File: src/rtl/ssa_defs.svh
// constants for the safety state acknowledge block
// Contract
// - normal 0000001, emergency stop one 0000010
// - both safe stops share code 0000100
// - safe motions one-hot 0001000 to 1000000
// - distinct diagnostic message per safety state
// - display text per state, one for motions
// - slave axis feeds back on zone output
// - door unlocked in special mode only
// - zone special demand reaches every axis cleanly
// - stand-alone axis reports special mode to PLC
`ifndef SSA_DEFS_SVH
`define SSA_DEFS_SVH

`define SSA_CODE_NORMAL   7'h01
`define SSA_CODE_STOP1ES  7'h02
`define SSA_CODE_STOP     7'h04
`define SSA_CODE_MOTION1  7'h08
`define SSA_CODE_MOTION2  7'h10
`define SSA_CODE_MOTION3  7'h20
`define SSA_CODE_MOTION4  7'h40

`define SSA_DIAG_STOP1ES  16'ha014
`define SSA_DIAG_STOP1    16'ha015
`define SSA_DIAG_STOP2    16'ha016
`define SSA_DIAG_MOTION1  16'ha018
`define SSA_DIAG_MOTION2  16'ha019
`define SSA_DIAG_MOTION3  16'ha020
`define SSA_DIAG_MOTION4  16'ha021

`define SSA_CLK_PERIOD_NS 10
`define SSA_ZONE_GRACE_NS 1000
`define SSA_ZONE_GRACE_CYC (`SSA_ZONE_GRACE_NS / `SSA_CLK_PERIOD_NS)

`endif

File: src/rtl/ssa_pkg.sv
// types for the safety state acknowledge block
package ssa_pkg;
   typedef enum logic [2:0] {
      st_normal, st_stop1_emerg, st_stop1, st_stop2,
      st_motion1, st_motion2, st_motion3, st_motion4
   } ssa_state_type;

   typedef enum logic [1:0] {
      op_ready, op_enabled, op_running
   } ssa_op_type;

   typedef enum logic [2:0] {
      drive_ready_text, drive_enabled_text, drive_running_text,
      emergency_stop_one_text, stop_one_text, stop_two_text,
      safe_motion_text
   } ssa_disp_type;

   typedef enum logic [2:0] {
      fb_none, fb_to_master, fb_door, fb_standalone, fb_plc
   } ssa_fb_type;
endpackage : ssa_pkg

File: src/rtl/ssa_feedback.sv
// safe feedback outputs towards zone master, door and safety plc
`timescale 1ns/1ns
`default_nettype none
module ssa_feedback
   import ssa_pkg::*;
(
   // clock and reset
   input  wire logic          ref_clk_in,
   input  wire logic          resetn_in,
   // state and configuration
   input  wire ssa_state_type state_in,
   input  wire ssa_fb_type    fb_mode_in,
   // feedback pins
   output logic               zone_feedback_output_out,
   output logic               door_unlock_out,
   output logic               plc_special_out
);
   logic special;
   logic door_special;

   assign special = (state_in != st_normal);
   // emergency stop is no door-opening mode
   assign door_special = special && (state_in != st_stop1_emerg);

   always_ff @(posedge ref_clk_in or negedge resetn_in) begin
      if (!resetn_in) begin
         zone_feedback_output_out <= 1'b0;
      end else begin
         zone_feedback_output_out <= (fb_mode_in == fb_to_master) &&
                                     special;
      end
   end

   // locked at reset: a door must never open by default
   always_ff @(posedge ref_clk_in or negedge resetn_in) begin
      if (!resetn_in) begin
         door_unlock_out <= 1'b0;
      end else begin
         door_unlock_out <= (fb_mode_in == fb_door) &&
                            door_special;
      end
   end

   always_ff @(posedge ref_clk_in or negedge resetn_in) begin
      if (!resetn_in) begin
         plc_special_out <= 1'b0;
      end else begin
         plc_special_out <= ((fb_mode_in == fb_standalone) ||
                             (fb_mode_in == fb_plc)) &&
                            special;
      end
   end
endmodule : ssa_feedback
`default_nettype wire

File: src/rtl/ssa_top.sv
// safety state acknowledge: code, message, display text, feedback
`timescale 1ns/1ns
`default_nettype none
`include "ssa_defs.svh"
module ssa_top
   import ssa_pkg::*;
(
   // clock and reset
   input  wire logic          ref_clk_in,
   input  wire logic          resetn_in,
   // state selection
   input  wire logic          select_valid_in,
   input  wire ssa_state_type select_state_in,
   // normal operation context
   input  wire ssa_op_type    op_mode_in,
   input  wire logic [15:0]   op_mode_diag_in,
   // feedback configuration and zone demand
   input  wire ssa_fb_type    fb_mode_in,
   input  wire logic          zone_special_req_in,
   input  wire logic          zone_error_clear_in,
   // acknowledgment
   output ssa_state_type      state_out,
   output logic [6:0]         state_code_out,
   output logic [15:0]        diag_code_out,
   output ssa_disp_type       display_text_out,
   // feedback pins
   output logic               zone_feedback_output_out,
   output logic               door_unlock_out,
   output logic               plc_special_out,
   output logic               zone_error_out
);
   localparam int GRACE_CYC = `SSA_ZONE_GRACE_CYC;

   ssa_state_type state_q;
   logic [6:0]    code_q;
   logic [15:0]   diag_q;
   ssa_disp_type  disp_q;
   logic [7:0]    grace_q;
   logic          zone_err_q;

   function automatic logic [6:0] code_of(input ssa_state_type s);
      logic [6:0] c;
      c = `SSA_CODE_NORMAL;
      unique case (s)
         st_normal:      c = `SSA_CODE_NORMAL;
         st_stop1_emerg: c = `SSA_CODE_STOP1ES;
         st_stop1:       c = `SSA_CODE_STOP;
         st_stop2:       c = `SSA_CODE_STOP;
         st_motion1:     c = `SSA_CODE_MOTION1;
         st_motion2:     c = `SSA_CODE_MOTION2;
         st_motion3:     c = `SSA_CODE_MOTION3;
         st_motion4:     c = `SSA_CODE_MOTION4;
      endcase
      return c;
   endfunction : code_of

   function automatic logic [15:0] diag_of(input ssa_state_type s,
                                           input logic [15:0] op_diag);
      logic [15:0] d;
      d = op_diag;
      unique case (s)
         st_normal:      d = op_diag;
         st_stop1_emerg: d = `SSA_DIAG_STOP1ES;
         st_stop1:       d = `SSA_DIAG_STOP1;
         st_stop2:       d = `SSA_DIAG_STOP2;
         st_motion1:     d = `SSA_DIAG_MOTION1;
         st_motion2:     d = `SSA_DIAG_MOTION2;
         st_motion3:     d = `SSA_DIAG_MOTION3;
         st_motion4:     d = `SSA_DIAG_MOTION4;
      endcase
      return d;
   endfunction : diag_of

   function automatic ssa_disp_type disp_of(input ssa_state_type s,
                                            input ssa_op_type op);
      ssa_disp_type t;
      t = drive_ready_text;
      unique case (s)
         st_normal: begin
            unique case (op)
               op_ready:   t = drive_ready_text;
               op_enabled: t = drive_enabled_text;
               op_running: t = drive_running_text;
               default:    t = drive_ready_text;
            endcase
         end
         st_stop1_emerg: t = emergency_stop_one_text;
         st_stop1:       t = stop_one_text;
         st_stop2:       t = stop_two_text;
         // motion number deliberately not visible on the display
         st_motion1, st_motion2,
         st_motion3, st_motion4: t = safe_motion_text;
      endcase
      return t;
   endfunction : disp_of

   // state and code load on the same edge so they never disagree
   always_ff @(posedge ref_clk_in or negedge resetn_in) begin
      if (!resetn_in) begin
         state_q <= st_normal;
      end else if (select_valid_in) begin
         state_q <= select_state_in;
      end
   end

   always_ff @(posedge ref_clk_in or negedge resetn_in) begin
      if (!resetn_in) begin
         code_q <= `SSA_CODE_NORMAL;
      end else if (select_valid_in) begin
         code_q <= code_of(select_state_in);
      end
   end

   // message and display also track operation mode changes
   always_ff @(posedge ref_clk_in or negedge resetn_in) begin
      if (!resetn_in) begin
         diag_q <= 16'h0000;
      end else begin
         diag_q <= diag_of(select_valid_in ? select_state_in : state_q,
                           op_mode_diag_in);
      end
   end

   always_ff @(posedge ref_clk_in or negedge resetn_in) begin
      if (!resetn_in) begin
         disp_q <= drive_ready_text;
      end else begin
         disp_q <= disp_of(select_valid_in ? select_state_in : state_q,
                           op_mode_in);
      end
   end

   // zone demand must be followed within the grace time
   always_ff @(posedge ref_clk_in or negedge resetn_in) begin
      if (!resetn_in) begin
         grace_q <= 8'h00;
      end else if (!zone_special_req_in || state_q != st_normal) begin
         grace_q <= 8'h00;
      end else if (grace_q != GRACE_CYC[7:0]) begin
         grace_q <= grace_q + 8'h01;
      end
   end

   // sticky: a new violation outranks the clear in the same cycle
   always_ff @(posedge ref_clk_in or negedge resetn_in) begin
      if (!resetn_in) begin
         zone_err_q <= 1'b0;
      end else if (grace_q == GRACE_CYC[7:0]) begin
         zone_err_q <= 1'b1;
      end else if (zone_error_clear_in) begin
         zone_err_q <= 1'b0;
      end
   end

   ssa_feedback u_feedback (
      .ref_clk_in               (ref_clk_in),
      .resetn_in                (resetn_in),
      .state_in                 (state_q),
      .fb_mode_in               (fb_mode_in),
      .zone_feedback_output_out (zone_feedback_output_out),
      .door_unlock_out          (door_unlock_out),
      .plc_special_out          (plc_special_out)
   );

   // both acknowledgment views are readable by the partner
   assign state_out        = state_q;
   assign state_code_out   = code_q;
   assign diag_code_out    = diag_q;
   assign display_text_out = disp_q;
   assign zone_error_out   = zone_err_q;

   // checks
   a_code_onehot: assert property (
      @(posedge ref_clk_in) disable iff (!resetn_in)
      $onehot(state_code_out))
      else $error("state code not one-hot");

   a_code_follows: assert property (
      @(posedge ref_clk_in) disable iff (!resetn_in)
      select_valid_in |=> state_code_out == code_of($past(select_state_in)))
      else $error("state code did not follow selection");

   a_normal_code: assert property (
      @(posedge ref_clk_in) disable iff (!resetn_in)
      (state_q == st_normal) == (state_code_out == 7'h01) &&
      (state_q == st_stop1_emerg) == (state_code_out == 7'h02))
      else $error("normal or emergency stop code wrong");

   a_stop_shared: assert property (
      @(posedge ref_clk_in) disable iff (!resetn_in)
      (state_q == st_stop1 || state_q == st_stop2)
      |-> state_code_out == 7'h04)
      else $error("safe stop code wrong");

   a_motion_code: assert property (
      @(posedge ref_clk_in) disable iff (!resetn_in)
      state_q == st_motion3 |-> state_code_out == 7'h20)
      else $error("motion three code wrong");

   a_diag_stop2: assert property (
      @(posedge ref_clk_in) disable iff (!resetn_in)
      select_valid_in && select_state_in == st_stop2
      |=> diag_code_out == 16'ha016)
      else $error("stop two message wrong");

   a_disp_motion: assert property (
      @(posedge ref_clk_in) disable iff (!resetn_in)
      select_valid_in && select_state_in >= st_motion1
      |=> display_text_out == safe_motion_text)
      else $error("motion display text wrong");

   a_door_locked: assert property (
      @(posedge ref_clk_in) disable iff (!resetn_in)
      state_q == st_normal |=> !door_unlock_out)
      else $error("door unlocked in normal operation");

   a_master_fb: assert property (
      @(posedge ref_clk_in) disable iff (!resetn_in)
      fb_mode_in == fb_to_master && state_q == st_motion1
      |=> zone_feedback_output_out)
      else $error("zone feedback missing");

   a_plc_fb: assert property (
      @(posedge ref_clk_in) disable iff (!resetn_in)
      fb_mode_in == fb_plc |=>
      plc_special_out == ($past(state_q) != st_normal))
      else $error("plc feedback wrong");

   a_zone_error: assert property (
      @(posedge ref_clk_in) disable iff (!resetn_in)
      grace_q == GRACE_CYC[7:0] |=> zone_error_out)
      else $error("zone error not raised");

   c_motion_sel: cover property (
      @(posedge ref_clk_in) disable iff (!resetn_in)
      select_valid_in && select_state_in == st_motion4);
   c_door_open: cover property (
      @(posedge ref_clk_in) disable iff (!resetn_in)
      door_unlock_out);
   c_zone_err: cover property (
      @(posedge ref_clk_in) disable iff (!resetn_in)
      $rose(zone_error_out));
endmodule : ssa_top
`default_nettype wire

File: config.mk
export PLATFORM = sky130hd
export DESIGN_NAME = ssa_top
export DESIGN_NICKNAME = d
export VERILOG_FILES = /design/src/rtl/ssa_pkg.sv /design/src/rtl/ssa_feedback.sv /design/src/rtl/ssa_top.sv
export VERILOG_INCLUDE_DIRS = /design/src /design/src/rtl
export SDC_FILE = /design/constraint.sdc
export NUM_CORES = 1
export LEC_CHECK = 0
export ABC_AREA = 1
export BUFFER_PORTS_ARGS = -buffer_cell sky130_fd_sc_hd__buf_4
export CAP_MARGIN = 20
export CORE_AREA = 2 2 58 71
export DETAILED_ROUTE_END_ITERATION = 10
export DIE_AREA = 0 0 60 73
export PLACE_DENSITY = 0.8
export SLEW_MARGIN = 15
export SYNTH_ARGS = -nofsm -noshare
export SYNTH_HDL_FRONTEND = slang
export SYNTH_SLANG_ARGS = --single-unit
export TNS_END_PERCENT = 20
File: constraint.sdc
create_clock -name ref_clk_in -period 1.3 [get_ports ref_clk_in]
set_input_delay 0.065 -clock ref_clk_in [delete_from_list [all_inputs] [get_ports ref_clk_in]]
set_output_delay 0.065 -clock ref_clk_in [all_outputs]
set_load 0.01 [all_outputs]
---- After elaboration in Yosys (flattened, before gate mapping) ----
Memory sizes are Yosys's and may differ from the RTL's. A register that Yosys moved wholly into a read port is not among the register bits.
Index checks and enable logic that the tools add are counted.
Widths: inputs -> output; s select.
word-level totals
  register bits after elaboration ......... 34
  output and inout port bits .............. 33
  memory bits (read-only) ................. 56
  input bits .............................. 29
  word-level logic and storage cells ...... 47
  memories ................................ 1
cells by class
  add/sub/neg operators ................... 1
  reductions and logical operators ........ 13
  eq/ne operators ......................... 16
  muxes and demuxes ....................... 8
memory list
  name             depth  width  read ports  clocked after Yosys merged registers in  wr ports  line           text
  (no name shown)  8      7      1           1                                        0         ssa_top.sv:44  unique case (s)
operators with widths
  kind                 number
  $pmux 16 s8          1
  $mux 8               2
  $eq 3x3->1 const B   5
  $pmux 3 s5           1
  $eq 3x2->1 const B   4
  $add 8x1->8 const B  1
  $eq 8x7->1 const B   1
  $ne 8x7->1 const B   1
  $eq 3x1->1 const B   2
  $logic_and 1x1->1    4
  $pmux 2 s2           1
  $reduce_bool 2->1    2
  $reduce_or 4->1      1
  $logic_not 3->1      1
  $mux 3               1
  $ne 3x1->1 const B   1
  $reduce_bool 3->1    1
  $eq 2x1->1 const B   1
  $eq 2x2->1 const B   1
  $logic_not 1->1      2
  $logic_or 1x1->1     2
  $mux 1               2

---- Depth between registers and ports, before layout ----
  word-level depth ........................ 4
  depth in mapped cells ................... 8
  mapped depth without buffers ............ 8

---- By module ----
From an unflattened synthesis, not the netlist that was laid out.
unflattened totals
  cells, all modules ...................... 219
  area, all modules ....................... 1826.8 um^2
by module, submodules not included
  module        instances  cells an instance  seq. area each (um^2)  area each (um^2)
  ssa_top       1          203                952.2                  1682.9
  ssa_feedback  1          16                 75.1                   143.9

---- Least setup slack after synthesis ----
Ideal clock, no wire load.
  kind .................................... reg-to-reg
  start ................................... register state_q[1], in the netlist state_out[1]
  end ..................................... register diag_q[13], in the netlist diag_code_out[13]
  data arrival time ....................... 1.033 ns
  path slack .............................. 0.142 ns
  cell stages (with the launch flop) ...... 6
  path buffers ............................ 0
  setup time .............................. 0.124 ns
  data required time ...................... 1.176 ns
  clock period less this slack ............ 1.158 ns
  cells stage by stage .................... dfrtp_1 nand2_4 nand2_4 nor2_8 nand2_4 or2_1
between the ends
  cells in the longest elaborated chain, start to end .. 3
  elaborated cells on any way between the ends .. 10
  those cells by class .................... eq/ne (7); mux (2); reduce/logical (1)
ends and longest elaborated chain
  what                                      line            text
  start, declared                           ssa_top.sv:34   ssa_state_type state_q;
  start signal, assigned                    ssa_top.sv:100  state_q <= st_normal;
  start signal, assigned                    ssa_top.sv:102  state_q <= select_state_in;
  $mux 3 *                                  ssa_top.sv:119  diag_q <= diag_of(select_valid_in ? select_state_in : state_q,
  $eq 3x3->1, or another cell as far along  ssa_top.sv:61   unique case (s)
  $pmux 16 s8 *                             ssa_top.sv:61
  end signal, assigned                      ssa_top.sv:119
  end, declared                             ssa_top.sv:36   logic [15:0] diag_q;
Mark *: on every way between the ends. The rest lies on a longest branch, timed or not.
A chain may end at the register's enable or synchronous reset.

---- Worst setup path after layout ----
  start ................................... input port select_state_in[0]
  end ..................................... register diag_q[15], in the netlist diag_code_out[15]
between the ends
  cells in the longest elaborated chain, start to end .. 3
  elaborated cells on any way between the ends .. 10
  those cells by class .................... eq/ne (7); mux (2); reduce/logical (1)
ends and longest elaborated chain
  what                                      line            text
  start, declared                           ssa_top.sv:13   input wire ssa_state_type select_state_in,
  $mux 3 *                                  ssa_top.sv:119
  $eq 3x3->1, or another cell as far along  ssa_top.sv:61
  $pmux 16 s8 *                             ssa_top.sv:61
Marked as above.

==> results_dict.tcl <==
set metrics [dict create \
    status "complete, no violations" \
    postPlaceCellArea_sq_um 2250 \
    yosys_warnings 0 \
    grt_usage_pct 18.0 \
    nFillCells 275 \
    cts.sinks 41 \
    setup-violations-final 0 \
    place.gp.congestion 0.782 \
    synth_nets 215 \
    cts_buffers 5 \
    wl_per_cell_um 11.6 \
    rows 25 \
    criticalPathCategory "primary input to flop" \
    yosys.cell_types.count 23 \
    pre_cts_slack_ns 0.0231 \
    cp-start-kind "primary input" \
    peakVddDrop_mv 0.595 \
    area_growth_syn_to_layout_pct 50.5 \
    die_h_um 73 \
    cts-root-buf "clkbuf_8" \
    worst_pin_slew_ns 0.497 \
    yosysSeqAreaShare_pct 59.2 \
    instances_no_fill 330 \
    clk_pin_slew_ns 0.08 \
    fin_nets 306 \
    dr.pass1.iters 4 \
    p_total_mw 2.98 \
    synth_area_per_cell_sq_um 9.43 \
    fin_util_pct 69.0 \
    initialDrtViolationCount 32 \
    io_buffers 61 \
    antenna_cells 0 \
    final_cell_mix "buf_4, dfrtp_1, nand2_1, inv_1, nor2_1" \
    ys_seq_elements 41 \
    slew_viol_final 0 \
    hold_viol_final 0 \
    antenna_left 0 \
    final_common_cell "buf_4" \
    wl_um 3840 \
    die_area_sq_um 4380 \
    skew_ns 0.00617 \
    cts_max_level 2 \
    antenna_found_initial 0 \
    grt_max_degree 42 \
    vias 1514 \
    period_minus_slack_ns 1.24 \
    viasPerCell 4.59 \
    max_cap_violations 0 \
    grt_first_pass_wirelength_um 5840 \
    max_slew_margin_pct 66.9 \
    syn-cell-area_sq_um 1740 \
    fmax_mhz 804 \
    core_area_sq_um 3780 \
    clock_latency_ns 0.29 \
    layout-drive-gt1-share_pct 32.2 \
    worstSetupEndpointType "flop" \
    cp_max_fo 10 \
    dp_cells 298 \
    hpwlAfterDp_um 2560 \
    initial_core_util_pct 45.9 \
    drc 0 \
    r2r_setup_slack_ns 0.09 \
    hold_class "primary input to flop" \
    grt_overflow 0 \
    arrival_ns 1.42 \
    final_cell_area_sq_um 2610 \
    fin_ws_ns 0.0559 \
    die_x_um 60 \
    max-clock-path-buffers 2 \
    p_leak_nw 1.36 \
    ios 62 \
    required_ns 1.48 \
    cts_tree "built" \
    grt_pass1_vias 1389 \
    syn_inst 184 \
    fin_crit_sh_pct 95.7 \
    power.density_nw_per_um2 1140 \
]
synthesized netlist by cell type:
master / count / area (sq um)
a21boi_0: 1 / 7.51
a21oi_1: 4 / 20.0
buf_6: 1 / 11.3
dfrtp_1: 40 / 1000
dfstp_2: 1 / 26.3
ha_1: 2 / 25.0
inv_1: 26 / 97.6
inv_4: 2 / 12.5
nand2_1: 34 / 128
nand2_2: 1 / 6.26
nand2_4: 4 / 45.0
nand3_1: 19 / 95.1
nor2_1: 22 / 82.6
nor2_2: 1 / 6.26
nor2_8: 1 / 20.0
nor3_1: 2 / 10.0
nor3b_1: 1 / 7.51
nor4_1: 1 / 6.26
o21ai_0: 15 / 75.1
o21ai_4: 1 / 16.3
or2_1: 2 / 12.5
or2_2: 1 / 6.26
xor2_1: 2 / 17.5
kinds of logic after synthesis:
| family | share of synthesized area (%) |
|---|---|
| xor gates and xnor gates | 1.01 |
| and+or+nand+nor | 24.5 |
| buffers and inverters | 6.99 |
| adders and majority gates | 1.44 |
| AOI/OAI and AO/OA | 6.85 |
| DFF | 59.2 |
flip-flops by register name, indices dropped and copies added (netlist names):
name                                 flops
u_feedback.zone_feedback_output_out      1
u_feedback.door_unlock_out               1
state_out                                3
grace_q                                  8
state_code_out                           7
display_text_out                         3
u_feedback.plc_special_out               1
diag_code_out                           16
zone_error_out                           1
critical path, stage by stage:
cell	delay, ns
dlygate4sd3_1	0.54
buf_4	0.15
nand2_1	0.11
nand2_4	0.09
nor2_8	0.15
nand2_4	0.10
or2_1	0.21
what timing repair did:
| item | in CTS | in global routing |
|---|---|---|
| pin swaps | 0 | 3 |
| setup buffers | 0 | 5 |
| setup endpoints to repair | 1 | 6 |
| hold buffers | 19 | 0 |
| endpoints found under the hold margin | 57 | 0 |
| resized for setup | 1 | 4 |
worst paths after layout:
check,start,to,depth (start not counted)
max,select_state_in[0],diag_code_out[15]$_DFF_PN0_,7
min,op_mode_diag_in[4],diag_code_out[4]$_DFF_PN0_,3
max reg2reg,state_out[1]$_DFF_PN0_,grace_q[4]$_DFFE_PN0P_,5
min reg2reg,state_code_out[1]$_DFFE_PN0P_,state_code_out[1]$_DFFE_PN0P_,2
max in group asynchronous,resetn_in,state_code_out[0]$_DFFE_PN1P_,2
min in group asynchronous,resetn_in,grace_q[3]$_DFFE_PN0P_,2
where the power goes:
group	switching [mW]	internal (mW)
clock network	0.424	0.626
logic	0.266	0.269
registers	0.0359	1.36
metal layers:
layer | vias up | part of all wire [%] | global-route usage (%)
met1 | 707 | 39 | 20.9
li1 | 756 | - | -
met2 | 43 | 54 | 30.2
met3 | 8 | 5.3 | 5.32
met5 | - | 0 | 0
met4 | 0 | 2.2 | 8.15
per-stage QoR:
step	hold WS, ns	TNS (ns)
final	0.00834	0
after global routing	0.0171	-0.0287
after CTS	0.00152	0
after detailed placement	0.0775	0
after global placement	0.0717	0
after floorplan	-0.231	0
final cells by class:
class | count | area [sq um] | area share, %
tap | 54 | 67.6 | 2.59
sequential | 41 | 1030 | 39.3
inverter | 28 | 110 | 4.22
clock inverter | 1 | 30.0 | 1.15
timing repair buffer | 85 | 686 | 26.3
clock buffer | 7 | 86.3 | 3.31
multi-input combinational | 114 | 604 | 23.1
Power figures use the tool's default switching activity.
